<file path="config.mk">
export PLATFORM = sky130hd
export DESIGN_NAME = bmc_top
export DESIGN_NICKNAME = d
export VERILOG_FILES = /design/src/hw/bmc_pkg.sv /design/src/hw/bmc_cond_if.sv /design/src/hw/bmc_cond_gen.sv /design/src/hw/bmc_top.sv
export SDC_FILE = /design/constraint.sdc
export NUM_CORES = 1
export LEC_CHECK = 0
export BUFFER_PORTS_ARGS = -buffer_cell sky130_fd_sc_hd__buf_2
export CORE_ASPECT_RATIO = 0.8
export CORE_UTILIZATION = 55
export CTS_CLUSTER_SIZE = 24
export DETAILED_ROUTE_END_ITERATION = 16
export PLACE_DENSITY = 0.85
export SYNTH_ARGS = -nofsm -noshare
export SYNTH_HDL_FRONTEND = slang
export SYNTH_SLANG_ARGS = --single-unit
</file>
<file path="constraint.sdc">
create_clock -name i_ref_clk -period 5 [get_ports i_ref_clk]
set_clock_uncertainty 0.1 [all_clocks]
set_input_delay 0 -clock i_ref_clk [delete_from_list [all_inputs] [get_ports i_ref_clk]]
set_output_delay 0 -clock i_ref_clk [all_outputs]
set_load 0.1 [all_outputs]
</file>
<file path="src/hw/bmc_pkg.sv">
// Purpose: Constants and types of the mode control block.
// Assumes: 25 MHz reference clock and an 8-bit register port with a 2-bit address.
// Notes: All offsets, fields, timings and the reset values of the stored control bits live here.

package bmc_pkg;

  // ----------------
  // Register map
  // ----------------
  localparam logic [1:0] ADDR_MODE_CTRL = 2'h0;  // Bus mode control register.
  localparam logic [1:0] ADDR_STATUS = 2'h1;     // Bus status register.

  // Field positions in the bus mode control register.
  localparam int BIT_MASTER_SELECT = 5;
  localparam int BIT_TRANSMIT_SELECT = 4;
  localparam int BIT_ACK_CHECK_ENABLE = 3;
  localparam int BIT_LINE_OCCUPIED = 2;
  localparam int BIT_START_STOP_INHIBIT = 0;

  // Field position in the bus status register.
  localparam int BIT_RECEIVED_ACK = 0;

  // Reset values of the stored control bits.
  localparam logic RST_MASTER_SELECT = 1'b0;
  localparam logic RST_TRANSMIT_SELECT = 1'b0;
  localparam logic RST_ACK_CHECK_ENABLE = 1'b0;
  localparam logic RST_LINE_OCCUPIED = 1'b0;
  localparam logic START_STOP_INHIBIT_READ = 1'b1;  // Constant read value.

  // ----------------
  // Timing
  // ----------------
  localparam int CLK_MHZ = 25;       // Reference clock rate in MHz.
  localparam int T_COND_NS = 5000;   // Least setup and hold around a condition, ns.
  // Least time, so round up to whole reference clock cycles.
  localparam int T_COND_CYC_INT = (T_COND_NS * CLK_MHZ + 999) / 1000;
  localparam logic [7:0] T_COND_CYC = 8'(T_COND_CYC_INT);

  // ----------------
  // Types
  // ----------------
  // Operating mode as decoded from master select and transmit select.
  typedef enum logic [1:0] {
    MODE_SLAVE_RX = 2'b00,
    MODE_SLAVE_TX = 2'b01,
    MODE_MASTER_RX = 2'b10,
    MODE_MASTER_TX = 2'b11
  } bmc_mode_t;

  // Condition generator sequence states.
  typedef enum logic [2:0] {
    GEN_IDLE = 3'h0,
    GEN_S_REL = 3'h1,
    GEN_S_SDA = 3'h2,
    GEN_S_SCL = 3'h3,
    GEN_P_SDA = 3'h4,
    GEN_P_REL = 3'h5,
    GEN_P_END = 3'h6
  } bmc_gen_state_t;

endpackage : bmc_pkg

</file>
<file path="src/hw/bmc_cond_if.sv">
// Purpose: Carrier between the control logic and the condition generator.
// Assumes: Both ends run on the same reference clock.
// Notes: Requests are one-cycle pulses; enables are levels.

`timescale 1ns/10ps
`default_nettype none

interface bmc_cond_if;
  logic start_req;  // Pulse: issue a start or repeated start.
  logic stop_req;   // Pulse: issue a stop.
  logic scl_hi;     // Synchronised SCL level.
  logic gen_busy;   // High while a sequence is running.
  logic scl_oe;     // High while SCL is pulled low.
  logic sda_oe;     // High while SDA is pulled low.

  modport ctl (output start_req, output stop_req, output scl_hi,
               input gen_busy, input scl_oe, input sda_oe);
  modport gen (input start_req, input stop_req, input scl_hi,
               output gen_busy, output scl_oe, output sda_oe);
endinterface : bmc_cond_if

`default_nettype wire

</file>
<file path="src/hw/bmc_cond_gen.sv">
// Purpose: Drives start, restart and stop on open-drain SCL and SDA.
// Assumes: SCL level arrives already synchronised; requests are single pulses.
// Notes: After a start the block keeps SCL and SDA low so the bus stays held.

`timescale 1ns/10ps
`default_nettype none

module bmc_cond_gen (
  input wire logic i_ref_clk,
  input wire logic i_rst_n,
  bmc_cond_if.gen cif
);

  // ----------------
  // State
  // ----------------
  bmc_pkg::bmc_gen_state_t state;  // Current sequence step.
  bmc_pkg::bmc_gen_state_t next_state;
  logic [7:0] cnt;                 // Cycles left in the current step.
  logic [7:0] next_cnt;
  logic held;                      // Bus held by us after a start.
  logic next_held;
  logic scl_oe;                    // Registered pin enables.
  logic sda_oe;
  logic next_scl_oe;
  logic next_sda_oe;
  logic cnt_done;

  assign cnt_done = (cnt == 8'h01);

  // Sequencing; SCL is held high while SDA moves so others see the condition.
  always_comb begin
    next_state = state;
    next_cnt = cnt;
    next_held = held;
    next_scl_oe = held;
    next_sda_oe = held;
    case (state)
      bmc_pkg::GEN_IDLE: begin
        if (cif.start_req) begin
          next_state = bmc_pkg::GEN_S_REL;
          next_cnt = bmc_pkg::T_COND_CYC;
          next_sda_oe = 1'b0;
        end else if (cif.stop_req) begin
          next_state = bmc_pkg::GEN_P_SDA;
          next_cnt = bmc_pkg::T_COND_CYC;
          next_sda_oe = 1'b1;
          next_scl_oe = 1'b1;
        end
      end
      bmc_pkg::GEN_S_REL: begin
        // Release both lines; wait for SCL really high, since a slave may stretch it.
        next_sda_oe = 1'b0;
        next_scl_oe = 1'b0;
        if (cif.scl_hi) begin
          next_cnt = cnt - 8'h01;
          if (cnt_done) begin
            next_state = bmc_pkg::GEN_S_SDA;
            next_cnt = bmc_pkg::T_COND_CYC;
            next_sda_oe = 1'b1;
          end
        end
      end
      bmc_pkg::GEN_S_SDA: begin
        // SDA low with SCL high forms the start; hold it before taking SCL.
        next_sda_oe = 1'b1;
        next_scl_oe = 1'b0;
        next_cnt = cnt - 8'h01;
        if (cnt_done) begin
          next_state = bmc_pkg::GEN_S_SCL;
          next_scl_oe = 1'b1;
        end
      end
      bmc_pkg::GEN_S_SCL: begin
        next_sda_oe = 1'b1;
        next_scl_oe = 1'b1;
        next_held = 1'b1;
        next_state = bmc_pkg::GEN_IDLE;
      end
      bmc_pkg::GEN_P_SDA: begin
        // SDA low while SCL is still low, so no false start appears.
        next_sda_oe = 1'b1;
        next_scl_oe = 1'b1;
        next_cnt = cnt - 8'h01;
        if (cnt_done) begin
          next_state = bmc_pkg::GEN_P_REL;
          next_cnt = bmc_pkg::T_COND_CYC;
          next_scl_oe = 1'b0;
        end
      end
      bmc_pkg::GEN_P_REL: begin
        next_sda_oe = 1'b1;
        next_scl_oe = 1'b0;
        if (cif.scl_hi) begin
          next_cnt = cnt - 8'h01;
          if (cnt_done) begin
            next_state = bmc_pkg::GEN_P_END;
            next_cnt = bmc_pkg::T_COND_CYC;
            next_sda_oe = 1'b0;
          end
        end
      end
      bmc_pkg::GEN_P_END: begin
        // Bus free time after the stop before a new request is taken.
        next_sda_oe = 1'b0;
        next_scl_oe = 1'b0;
        next_held = 1'b0;
        next_cnt = cnt - 8'h01;
        if (cnt_done) begin
          next_state = bmc_pkg::GEN_IDLE;
        end
      end
      default: begin
        next_state = bmc_pkg::GEN_IDLE;
        next_held = 1'b0;
        next_sda_oe = 1'b0;
        next_scl_oe = 1'b0;
      end
    endcase
  end

  // Register the sequence state and the pin enables.
  always_ff @(posedge i_ref_clk or negedge i_rst_n) begin
    if (!i_rst_n) begin
      state <= bmc_pkg::GEN_IDLE;
      cnt <= 8'h00;
      held <= 1'b0;
      scl_oe <= 1'b0;
      sda_oe <= 1'b0;
    end else begin
      state <= next_state;
      cnt <= next_cnt;
      held <= next_held;
      scl_oe <= next_scl_oe;
      sda_oe <= next_sda_oe;
    end
  end

  assign cif.gen_busy = (state != bmc_pkg::GEN_IDLE);
  assign cif.scl_oe = scl_oe;
  assign cif.sda_oe = sda_oe;

endmodule // bmc_cond_gen

`default_nettype wire

</file>
<file path="src/hw/bmc_top.sv">
// Purpose: Mode bits, ack check and start/stop control.
// Assumes: Engine inputs on i_ref_clk; SCL and SDA asynchronous.
// Notes: Open-drain pins pull low while the enable is high.

`timescale 1ns/10ps
`default_nettype none

// Notes on behaviour
// Master bit cleared by write 0 or lost arbitration.
// After loss, set master only after reading 0.
// Auto-set transmit clears only after reading 1.
// After loss, set transmit only after reading 0.
// Slave address match with R/W 1 sets transmit.
// Lost arbitration as master clears transmit bit.
// Ack check off: ignore ack, status reads 0.
// Ack check on: received 1 halts transfer.
// Master write busy 0, inhibit 0 issues stop.
// Master write busy 1, inhibit 0 issues start.
// Slave mode ignores writes to busy bit.
// SDA fall with SCL high sets busy.
// SDA rise with SCL high clears busy.
// Software sets master transmit before start request.
// Inhibit bit reads 1, written 0 not stored.
// Writes never change the busy bit value.
// Busy bit readable to show bus occupancy.
// Mode decode: 00 SR, 01 ST, 10 MR, 11 MT.
// Transmit change during transfer waits until done.
// Conditions driven with SCL high while SDA moves.
module bmc_top (
  input wire logic i_ref_clk,
  input wire logic i_rst_n,
  input wire logic [1:0] i_addr,
  input wire logic [7:0] i_wdata,
  input wire logic i_wr,
  input wire logic i_rd,
  output logic [7:0] o_rdata,
  input wire logic i_scl,
  output logic o_scl,
  output logic o_scl_oe,
  input wire logic i_sda,
  output logic o_sda,
  output logic o_sda_oe,
  input wire logic i_arb_lost,
  input wire logic i_addr_match_rw,
  input wire logic i_rw_bit,
  input wire logic i_ack_valid,
  input wire logic i_ack_bit,
  input wire logic i_xfer_busy,
  output logic [1:0] o_mode,
  output logic o_halt
);

  // ----------------
  // Helpers
  // ----------------
  // Decode an access strobe aimed at one register.
  function automatic logic hit(input logic strobe, input logic [1:0] addr, input logic [1:0] target);
    hit = strobe && (addr == target);
  endfunction

  // ----------------
  // Stored state
  // ----------------
  logic master_select;       // Master mode when high.
  logic transmit_select;     // Transmit mode when high.
  logic ack_check_enable;    // Received acknowledge is checked when high.
  logic line_occupied_flag;  // Bus seen busy between start and stop.
  logic received_ack_flag;   // Last received acknowledge, when checked.
  logic mst_loss_lock;       // Master set refused until master read as 0.
  logic trs_loss_lock;       // Transmit set refused until transmit read as 0.
  logic trs_match_lock;      // Transmit clear refused until transmit read as 1.
  logic trs_pend;            // A deferred transmit change waits.
  logic trs_pend_val;        // The value that the deferred change brings.

  // Pin synchronisers; stage one feeds stage two only.
  logic scl_s1;
  logic scl_s2;
  logic scl_s3;
  logic sda_s1;
  logic sda_s2;
  logic sda_s3;

  logic ctrl_wr;       // Write to the mode control register.
  logic ctrl_rd;       // Read of the mode control register.
  logic arb_loss;      // Arbitration loss while operating as master.
  logic cond_start;    // Start seen on the bus.
  logic cond_stop;     // Stop seen on the bus.
  logic trs_wr_ok;     // Software transmit write passes its locks.
  logic [7:0] rd_value;

  bmc_cond_if cif();

  assign ctrl_wr = hit(i_wr, i_addr, bmc_pkg::ADDR_MODE_CTRL);
  assign ctrl_rd = hit(i_rd, i_addr, bmc_pkg::ADDR_MODE_CTRL);
  assign arb_loss = i_arb_lost && master_select;

  // ----------------
  // Bus line monitor
  // ----------------
  // Two flops per pin, then a third stage used only for edge detection.
  always_ff @(posedge i_ref_clk or negedge i_rst_n) begin
    if (!i_rst_n) begin
      scl_s1 <= 1'b1;
      scl_s2 <= 1'b1;
      scl_s3 <= 1'b1;
      sda_s1 <= 1'b1;
      sda_s2 <= 1'b1;
      sda_s3 <= 1'b1;
    end else begin
      scl_s1 <= i_scl;
      scl_s2 <= scl_s1;
      scl_s3 <= scl_s2;
      sda_s1 <= i_sda;
      sda_s2 <= sda_s1;
      sda_s3 <= sda_s2;
    end
  end

  // SCL must be high on both samples so a data change near a clock edge is not taken.
  assign cond_start = scl_s2 && scl_s3 && sda_s3 && !sda_s2;
  assign cond_stop = scl_s2 && scl_s3 && !sda_s3 && sda_s2;

  // Busy follows the bus alone; software writes never reach it.
  always_ff @(posedge i_ref_clk or negedge i_rst_n) begin
    if (!i_rst_n) begin
      line_occupied_flag <= bmc_pkg::RST_LINE_OCCUPIED;
    end else if (cond_start) begin
      line_occupied_flag <= 1'b1;
    end else if (cond_stop) begin
      line_occupied_flag <= 1'b0;
    end
  end

  // ----------------
  // Master select
  // ----------------
  // Hardware loss wins over a software write in the same cycle.
  always_ff @(posedge i_ref_clk or negedge i_rst_n) begin
    if (!i_rst_n) begin
      master_select <= bmc_pkg::RST_MASTER_SELECT;
    end else if (arb_loss) begin
      master_select <= 1'b0;
    end else if (ctrl_wr) begin
      if (!i_wdata[bmc_pkg::BIT_MASTER_SELECT]) begin
        master_select <= 1'b0;
      end else if (!mst_loss_lock) begin
        master_select <= 1'b1;
      end
    end
  end

  // Loss lock: hardware sets, a read of 0 clears; set wins.
  always_ff @(posedge i_ref_clk or negedge i_rst_n) begin
    if (!i_rst_n) begin
      mst_loss_lock <= 1'b0;
    end else if (arb_loss) begin
      mst_loss_lock <= 1'b1;
    end else if (ctrl_rd && !master_select) begin
      mst_loss_lock <= 1'b0;
    end
  end

  // ----------------
  // Transmit select
  // ----------------
  // A write of 1 needs the loss lock open; a write of 0 needs the match lock open.
  assign trs_wr_ok = i_wdata[bmc_pkg::BIT_TRANSMIT_SELECT] ? !trs_loss_lock : !trs_match_lock;

  // Hardware events first, then a deferred change once the transfer ends.
  always_ff @(posedge i_ref_clk or negedge i_rst_n) begin
    if (!i_rst_n) begin
      transmit_select <= bmc_pkg::RST_TRANSMIT_SELECT;
      trs_pend <= 1'b0;
      trs_pend_val <= 1'b0;
    end else if (arb_loss) begin
      transmit_select <= 1'b0;
      trs_pend <= 1'b0;
    end else if (i_addr_match_rw && !master_select) begin
      transmit_select <= i_rw_bit;
      trs_pend <= 1'b0;
    end else if (ctrl_wr && trs_wr_ok) begin
      if (i_xfer_busy) begin
        trs_pend <= 1'b1;
        trs_pend_val <= i_wdata[bmc_pkg::BIT_TRANSMIT_SELECT];
      end else begin
        transmit_select <= i_wdata[bmc_pkg::BIT_TRANSMIT_SELECT];
        trs_pend <= 1'b0;
      end
    end else if (trs_pend && !i_xfer_busy) begin
      transmit_select <= trs_pend_val;
      trs_pend <= 1'b0;
    end
  end

  // Loss lock: needs a read of 0 before a write of 1 is taken again.
  always_ff @(posedge i_ref_clk or negedge i_rst_n) begin
    if (!i_rst_n) begin
      trs_loss_lock <= 1'b0;
    end else if (arb_loss) begin
      trs_loss_lock <= 1'b1;
    end else if (ctrl_rd && !transmit_select) begin
      trs_loss_lock <= 1'b0;
    end
  end

  // Match lock: an automatic set needs a read of 1 before a write of 0 is taken.
  always_ff @(posedge i_ref_clk or negedge i_rst_n) begin
    if (!i_rst_n) begin
      trs_match_lock <= 1'b0;
    end else if (i_addr_match_rw && !master_select && i_rw_bit && !arb_loss) begin
      trs_match_lock <= 1'b1;
    end else if (ctrl_rd && transmit_select) begin
      trs_match_lock <= 1'b0;
    end
  end

  // ----------------
  // Acknowledge check
  // ----------------
  always_ff @(posedge i_ref_clk or negedge i_rst_n) begin
    if (!i_rst_n) begin
      ack_check_enable <= bmc_pkg::RST_ACK_CHECK_ENABLE;
    end else if (ctrl_wr) begin
      ack_check_enable <= i_wdata[bmc_pkg::BIT_ACK_CHECK_ENABLE];
    end
  end

  // With checking off the flag is held at 0, so status always reads 0.
  always_ff @(posedge i_ref_clk or negedge i_rst_n) begin
    if (!i_rst_n) begin
      received_ack_flag <= 1'b0;
    end else if (!ack_check_enable) begin
      received_ack_flag <= 1'b0;
    end else if (i_ack_valid) begin
      received_ack_flag <= i_ack_bit;
    end
  end

  // Halt is a level; it stays until a 0 acknowledge or check off.
  assign o_halt = ack_check_enable && received_ack_flag;

  // ----------------
  // Start and stop requests
  // ----------------
  // Only a master write with inhibit 0 commands; slave writes do nothing.
  // Software must have chosen master transmit before asking for a start.
  always_comb begin
    cif.start_req = 1'b0;
    cif.stop_req = 1'b0;
    if (ctrl_wr && master_select && !i_wdata[bmc_pkg::BIT_START_STOP_INHIBIT] && !cif.gen_busy) begin
      if (i_wdata[bmc_pkg::BIT_LINE_OCCUPIED]) begin
        cif.start_req = 1'b1;
      end else begin
        cif.stop_req = 1'b1;
      end
    end
  end

  assign cif.scl_hi = scl_s2;

  bmc_cond_gen u_cond_gen (
    .i_ref_clk(i_ref_clk),
    .i_rst_n(i_rst_n),
    .cif(cif)
  );

  // Open drain: the data value is always low, the enable decides.
  assign o_scl = 1'b0;
  assign o_sda = 1'b0;
  assign o_scl_oe = cif.scl_oe;
  assign o_sda_oe = cif.sda_oe;

  // ----------------
  // Read port
  // ----------------
  // Read value assembly; unused bits read as zero.
  always_comb begin
    rd_value = 8'h00;
    if (i_addr == bmc_pkg::ADDR_MODE_CTRL) begin
      rd_value[bmc_pkg::BIT_MASTER_SELECT] = master_select;
      rd_value[bmc_pkg::BIT_TRANSMIT_SELECT] = transmit_select;
      rd_value[bmc_pkg::BIT_ACK_CHECK_ENABLE] = ack_check_enable;
      rd_value[bmc_pkg::BIT_LINE_OCCUPIED] = line_occupied_flag;
      rd_value[bmc_pkg::BIT_START_STOP_INHIBIT] = bmc_pkg::START_STOP_INHIBIT_READ;
    end else if (i_addr == bmc_pkg::ADDR_STATUS) begin
      rd_value[bmc_pkg::BIT_RECEIVED_ACK] = received_ack_flag;
    end
  end

  // Data stand only in the cycle after the strobe, else zero.
  always_ff @(posedge i_ref_clk or negedge i_rst_n) begin
    if (!i_rst_n) begin
      o_rdata <= 8'h00;
    end else if (i_rd) begin
      o_rdata <= rd_value;
    end else begin
      o_rdata <= 8'h00;
    end
  end

  // Mode output; the two bits decode directly to the four modes.
  always_ff @(posedge i_ref_clk or negedge i_rst_n) begin
    if (!i_rst_n) begin
      o_mode <= bmc_pkg::MODE_SLAVE_RX;
    end else begin
      o_mode <= {master_select, transmit_select};
    end
  end

endmodule // bmc_top

`default_nettype wire

</file>
==> flow_summary_export.csv, run 1 <==
group,metric,value,unit
setup_path,cp_slowest_cell,"dlygate4sd3_1",
grt,grt.met3_usage,5.26,%
route,route.vias.total,1443,
pwr,p_sw,339,uW
place,dpl.cell_count,229,
route,wl_per_cell,15.1,um
pwr,seqPwrFrac,47.4,%
sta,tightest_slew,0.777,ns
sta,rsz0062_at_grt,"no",
pwr,switching_share,37.7,%
setup_path,worst-setup-path-type,"input pin to flip-flop",
grt,antenna_found_initial,0,
pwr,vdd_drop_max,0.000218,V
clock_network,cts-resized-gates,0,
place,place_hpwl,2520,um
pwr,comb_power_share,29.4,%
die,std_cell_rows,17,
synth,yosys_warnings,0,
die,die-area,3370,um^2
sta,timing.hold.ws,0.0102,ns
setup_path,reg2reg_depth,5,
route,avgViaCountPerCell,5.70,
clock_network,cts.htree.levels,2,
synth,syn-cell-area,1730,um^2
grt,grt_start_max_net_pins,38,
pwr,p_per_area,424,nW/um^2
layout,nets,238,
setup_path,r2r_slack,2.62,ns
setup_path,cp_max_fo,9,
synth,synth_flop_cell,"dfrtp_1",
route,drtPass1Iterations,4,
die,core,2870,um^2
synth,async_reset_ff_share,100,%
setup_path,r2r-start,"u_cond_gen.cnt[4]",
setup_path,cpPeakStageDelay,0.54,ns
grt,use_met2,43.5,%
clock_network,numCtsBuffers,5,
synth,yosys.area.top_type_share,45.0,%
setup_path,start_kind,"input pin",
layout,n_antenna_cell,0,
sta,post-route-period-util,48.6,%
layout,stdcell_count,253,
sta,hold_viol,0,
synth,synth_area_leaders,"dfrtp_1 (45%), dfstp_2 (9.1%), o21ai_0 (4.6%), nor2_1 (3.3%), nand2_1 (2.4%)",
layout,register_area,933,um^2
die,die-height,52.1,um
synth,ys_seq_elements,37,
clock_network,cts_tree,"yes",
synth,synth_cell_types,41,
worst_hold_path,hold_path_depth,3,
sta,timing.setup.tns,0,ns
die,die_w,64.6,um
setup_path,reg2reg_to,"u_cond_gen.cif.sda_oe",
grt,grtUsageTotal,26.7,%
sta,slew_violations,0,
grt,grt_overflow,0,
layout,multi_input_area,717,um^2
pwr,clkPwrFrac,23.2,%
route,detail_route.iter0.violations,177,
sta,finalSetupViolCount,0,
route,drc,0,
pwr,cell_internal_pwr,560,uW
worst_hold_path,holdCritStartpoint,"i_addr[0]",
synth,yosysTopAreaCell,"dfrtp_1",
grt,grt_pass1_vias,1404,
setup_path,crit_arrival,2.53,ns
synth,netlist_instances,169,
layout,drive_above_1_share,21.4,%
setup_path,worstSetupEndpointType,"flip-flop",
die,ios,37,
worst_hold_path,min_delay_worst_endpoint,"o_rdata[3]",
grt,top_usage_layer,"met2",
synth,syn_avg_cell_area,10.2,um^2
route,drt-total-wl,3820,um
setup_path,path_cells,"dlygate4sd3_1 -> buf_2 -> or3b_1 -> or3_1 -> a21boi_1 -> o21ai_0 -> o21ai_1",
run_status,run_status,"finished, final reports clean",
clock_network,clk_latency,0.28,ns
place,place_congestion,0.873,
clock_network,clock_sinks,37,
grt,grt_first_pass_wirelength,6620,um
clock_network,clkTransAtPathRegs,0.07,ns
pwr,leakage,0.956,nW
die,start_util,60.1,%
setup_path,cp_num_buf_inv,2,
layout,nFillCells,204,
clock_network,cts-root-buf,"clkbuf_8",
synth,synth-edff-count,0,
place,port-buffer-count,28,
worst_hold_path,hp-class,"input pin to flip-flop",
route,ant_nets,0,
grt,grt_util_met1,34.8,%
flow_run,drv_cap,0,
setup_path,crit_family,"compound AO/OA/AOI/OAI gates",
clock_network,cts_buffer_depth,2,
synth,yosysSeqAreaShare,54.1,%
sta,relSlewSlack,48.2,%
sta,max_freq,0.412,GHz
setup_path,critPathRequiredTime,5.10,ns
layout,areaGrowthSynthToFinish,23.0,%
setup_path,crit_start,"i_addr[1]",
sta,layout_min_cycle_time,2.43,ns
## flip-flops by register name, summed over array words and instances, names as in the netlist, 2 cells and up
signal,count
o_rdata,5
u_cond_gen.state,3
u_cond_gen.cnt,8
o_mode,2
## area by class of cell
| type | instances | share of cell area [%] |
|---|---|---|
| Sequential cell | 37 | 44.0 |
| Tap cell | 38 | 2.24 |
| Inverter | 9 | 1.59 |
| Clock buffer | 8 | 4.25 |
| Multi-Input combinational cell | 117 | 33.8 |
| Timing Repair Buffer | 44 | 14.2 |
## cell usage in the layout (no fill, tap or decap), types with 2 or more instances in the layout
| master | synthesis | layout |
|---|---|---|
| mux2_2 | 2 | 2 |
| or3b_1 | 2 | 2 |
| nand2_1 | 11 | 11 |
| nor4_1 | 2 | 2 |
| buf_2 | 0 | 28 |
| o21ai_1 | 6 | 6 |
| or3_1 | 3 | 3 |
| a21o_1 | 2 | 2 |
| nor2_1 | 15 | 15 |
| nor3b_1 | 3 | 3 |
| a21oi_1 | 7 | 7 |
| o31ai_1 | 2 | 2 |
| o21ai_0 | 16 | 16 |
| inv_1 | 9 | 9 |
| clkbuf_1 | 5 | 2 |
| o41ai_1 | 2 | 2 |
| ha_1 | 2 | 2 |
| mux2i_1 | 2 | 2 |
| nand3_1 | 2 | 2 |
| o31a_1 | 3 | 3 |
| and3_1 | 3 | 3 |
| nor2b_1 | 5 | 5 |
| nor3_1 | 5 | 5 |
| conb_1 | 1 | 5 |
| dlygate4sd3_1 | 0 | 16 |
| o22ai_1 | 2 | 2 |
| dfstp_2 | 6 | 6 |
| dfrtp_1 | 31 | 31 |
| clkbuf_8 | 0 | 6 |
| a211oi_1 | 2 | 2 |
## worst reg2reg max path, delay by kind of cell, from the launching register on
kind	cells	cell delay, ns
DFF	1	0.45
AOI/OAI and AO/OA	2	0.35
and+or+nand+nor	3	1.41
## through the flow
stage	utilization [%]	worst slack [ns]	total power, mW	area [um^2]
after floorplan	-	2.83	0.617	1740
after global placement	65.2	2.73	0.660	1870
after detailed placement	65.2	2.67	0.681	1870
after CTS	73.9	2.63	0.898	2120
after global routing	73.9	2.35	0.954	2120
final	73.9	2.57	0.899	2120
## how the worst max path moves through the flow
stage                   endpoint  slack (ns)  cells after the start
3_3_place_gp   u_cond_gen.cnt[7]        2.73                      5
4_1_cts        u_cond_gen.cnt[2]        2.63                      7
5_1_grt        u_cond_gen.cnt[2]        2.35                      7
6_report       u_cond_gen.cnt[2]        2.57                      7
3_5_place_dp   u_cond_gen.cnt[7]        2.67                      5
2_1_floorplan  u_cond_gen.cnt[7]        2.83                      5
## per-layer routing
layer  part of all wire [%]  vias up
met2                     48       56
li1                       -      684
met4                    2.3        0
met1                     45      694
met5                      0        -
met3                    4.6        9
## timing repair
action / in CTS / in global routing
hold buffers: 16 / 0
endpoints found under the hold margin: 46 / 0
setup buffers: 0 / 0
setup endpoints to repair: 0 / 0
## logic make-up (layout without fill, tap and decap cells)
group	after synthesis	after routing	synth area share, %
buffers and inverters	19	61	5.22
other	1	5	0.217
AND/OR/NAND/NOR	57	57	17.8
adder cells (fa/ha/maj)	2	2	1.45
flip-flops	37	37	54.1
AO/OA/AOI/OAI	49	49	18.7
multiplexers	4	4	2.47
## synth_stat cells, types with 2 or more instances
library cell / number
nor2_1: 15
a211oi_1: 2
inv_1: 9
or3b_1: 2
o21ai_1: 6
dfstp_2: 6
clkbuf_1: 5
dfrtp_1: 31
o31ai_1: 2
o22ai_1: 2
nor2b_1: 5
a21oi_1: 7
o41ai_1: 2
and3_1: 3
nor3b_1: 3
mux2i_1: 2
nor4_1: 2
or3_1: 3
o31a_1: 3
a21o_1: 2
mux2_2: 2
nor3_1: 5
nand3_1: 2
buf_4: 5
o21ai_0: 16
ha_1: 2
nand2_1: 11
## power by group through the flow
| stage | Sequential [mW] | Combinational (mW) | Clock [mW] |
|---|---|---|---|
| 3_3_place_gp | 0.422 | 0.238 | 0 |
| 4_1_cts | 0.424 | 0.263 | 0.211 |
| 5_1_grt | 0.436 | 0.296 | 0.221 |
| 3_5_place_dp | 0.429 | 0.253 | 0 |
| 2_1_floorplan | 0.460 | 0.157 | 0 |
| 6_report | 0.426 | 0.264 | 0.208 |
(Power assumes the default switching activity.)
==> run 2: changes to the inputs <==
ABC_AREA = 1   (was default)
CORE_UTILIZATION = 49   (was 55)
PLACE_DENSITY = 0.8   (was 0.85)
clock period = 2.2 ns   (was 5 ns; I/O delays follow)
==> run 2 against run 1 <==
Compared with the run above:
- register-to-register slack lost 2.1 ns
- combinational power grew 86%
- sequential power increased by 97%
- synthesized area grew 12%
- clock-buffer cell count down 2
- critical path type is now flip-flop to flip-flop
==> flow_summary_export.csv, run 2 <==
group,metric,value,unit
run_status,run_status,"finished, final reports clean",
place,place_hpwl,2610,um
sta,fin_ws,0.558,ns
setup_path,path_cells,"nor2_8 -> nand2_4 -> inv_4 -> o21ai_4 -> nand2_4 -> inv_2 -> nand2_1 -> nand3_1",
pwr,leakage,1.21,nW
route,route.vias.total,1630,
clock_network,numCtsBuffers,5,
sta,relSlewSlack,47.0,%
clock_network,clk_latency,0.29,ns
synth,netlist_instances,234,
grt,grt_pass1_vias,1514,
synth,yosys_warnings,0,
place,place_congestion,0.847,
sta,hold_viol,0,
setup_path,cpPeakStageDelay,0.56,ns
flow_run,drv_cap,0,
clock_network,cts-resized-gates,0,
place,port-buffer-count,28,
clock_network,cts_tree,"yes",
setup_path,crit_arrival,1.70,ns
layout,areaGrowthSynthToFinish,22.6,%
synth,synth_flop_cell,"dfrtp_1",
sta,rsz0062_at_grt,"no",
sta,finalSetupViolCount,0,
setup_path,reg2reg_depth,8,
sta,timing.setup.tns,0,ns
synth,yosysMostFrequentCell,"nand2_1",
die,die_w,72.3,um
synth,yosys.area.top_type_share,40.0,%
route,wl_per_cell,11.4,um
sta,tightest_slew,0.796,ns
die,std_cell_rows,20,
die,ios,37,
place,place_ws,0.592,ns
synth,netlist_top_cells_count,"nand2_1 (60), dfrtp_1 (31), inv_1 (30), nor2_1 (29), nand3_1 (11)",
setup_path,start_kind,"flip-flop",
setup_path,worst-setup-path-type,"flip-flop to flip-flop",
setup_path,cp_slowest_cell,"dfrtp_1",
layout,top_register,"u_cond_gen.cnt",
grt,grt_overflow,0,
route,drt-total-wl,3850,um
layout,nets,306,
clock_network,cts-root-buf,"clkbuf_8",
route,ant_nets,0,
route,drtPass1Iterations,4,
die,core,3800,um^2
synth,ys_seq_elements,37,
grt,antenna_found_initial,0,
layout,nFillCells,314,
synth,syn_avg_cell_area,8.29,um^2
worst_hold_path,hold_path_depth,4,
route,detail_route.iter0.violations,67,
synth,syn-cell-area,1940,um^2
worst_hold_path,hp-class,"input pin to flip-flop",
synth,synth-edff-count,0,
layout,drive_above_1_share,24.7,%
sta,layout_min_cycle_time,1.64,ns
route,avgViaCountPerCell,4.82,
die,die-area,4210,um^2
clock_network,cts_buffer_depth,2,
grt,grt_first_pass_wirelength,6490,um
layout,largest_reg_flops,8,
layout,most-common-layout-cells,"nand2_1 (60), dfrtp_1 (31), inv_1 (30), nor2_1 (29), buf_2 (28)",
pwr,vdd_drop_max,0.000557,V
layout,largest_registers,"u_cond_gen.cnt x8, o_rdata x5, u_cond_gen.state x3",
grt,grtUsageTotal,20.0,%
clock_network,cts.htree.levels,2,
sta,max_freq,0.609,GHz
synth,yosysSeqAreaShare,48.1,%
setup_path,crit_top_cell,"nand2_4",
pwr,p_per_area,819,nW/um^2
clock_network,clock_sinks,37,
layout,n_antenna_cell,0,
setup_path,worstSetupEndpointType,"flip-flop",
synth,synth_area_leaders,"dfrtp_1 (40%), nand2_1 (12%), dfstp_2 (8.1%), inv_1 (5.8%), nor2_1 (5.6%)",
clock_network,clkTransAtPathRegs,0.08,ns
route,drc,0,
sta,slew_violations,0,
grt,grt_start_max_net_pins,38,
setup_path,cp_max_fo,12,
die,start_util,51.0,%
setup_path,critPathRequiredTime,2.26,ns
synth,yosysTopAreaCell,"dfrtp_1",
layout,layout_commonest_cell,"nand2_1",
synth,synth_cell_types,33,
sta,post-route-period-util,74.6,%
synth,async_reset_ff_share,100,%
die,die-height,58.3,um
[run 2: cell types whose count changed in the layout (fill, tap and decap cells not counted), moves of 5 or more]
cell | previous run | this run
o21ai_0 | 16 | 8
inv_1 | 9 | 30
nand2_1 | 11 | 60
inv_2 | 0 | 5
nor2b_1 | 5 | 0
nor2_1 | 15 | 29
nand4_1 | 0 | 6
nand3_1 | 2 | 11
[run 2: path summary, 6_finish.rpt]
path                                      to  slack [ns]                 from
max                        u_cond_gen.cnt[6]        0.56  u_cond_gen.state[0]
min                         ack_check_enable       0.009                 i_wr
min reg2reg                       cif.scl_hi        0.26               scl_s1
max in group asynchronous  u_cond_gen.cnt[6]        1.26              i_rst_n
max reg2reg                u_cond_gen.cnt[6]        0.56  u_cond_gen.state[0]
min in group asynchronous         o_rdata[4]        0.23              i_rst_n
[run 2: final cells by class]
class	count	area [um^2]	area share (%)
Tap cell	55	68.8	2.89
Timing Repair Buffer	45	310	13.0
Clock inverter	2	37.5	1.58
Sequential cell	37	933	39.2
Clock buffer	6	82.6	3.47
Multi-Input combinational cell	157	808	34.0
Inverter	36	138	5.79
[run 2: report_power, final]
part           switching, mW  internal [mW]  leakage (nW)  total [mW]
sequential            0.0646          0.773         0.432       0.838
clock                  0.250          0.369        0.0574       0.619
combinational          0.365          0.126         0.719       0.492
[run 2: repair_timing]
| item | in CTS | in global routing |
|---|---|---|
| hold endpoints to repair | 43 | 0 |
| hold buffers | 17 | 0 |
| buffers inserted | 0 | 0 |
[run 2: routing by layer]
layer / vias to the layer above / part of all wire, % / track usage, %
met2: 30 / 46 / 32.4
met3: 6 / 3.4 / 4.70
met4: 0 / 1.4 / 6.16
met5: - / 0 / 0
met1: 774 / 49 / 26.9
li1: 820 / - / -
[run 2: cells by family after synthesis]
group / Yosys count / synth area share [%]
buf+inv: 44 / 11.0
fa+ha+maj: 2 / 1.29
simple gates: 124 / 29.9
other cells: 1 / 0.193
compound gates: 26 / 9.48
flops: 37 / 48.1
[run 2: metrics by stage]
step	util (%)	std cells	cell area (um^2)	hold WS (ns)	total power [mW]
after floorplan	-	238	1950	-0.396	1.20
after global placement	54.9	313	2090	0.00582	1.28
after detailed placement	54.9	313	2090	0.00760	1.29
after CTS	62.5	338	2380	0.000111	1.95
after global routing	62.5	338	2380	0.0534	2.03
final	62.5	338	2380	0.00897	1.95
[run 2: worst max-delay path, delay by kind of cell (launching register included)]
family,cells,cell delay [ns]
simple gates,5,0.57
flops,1,0.56
compound gates,1,0.13
buf+inv,2,0.14
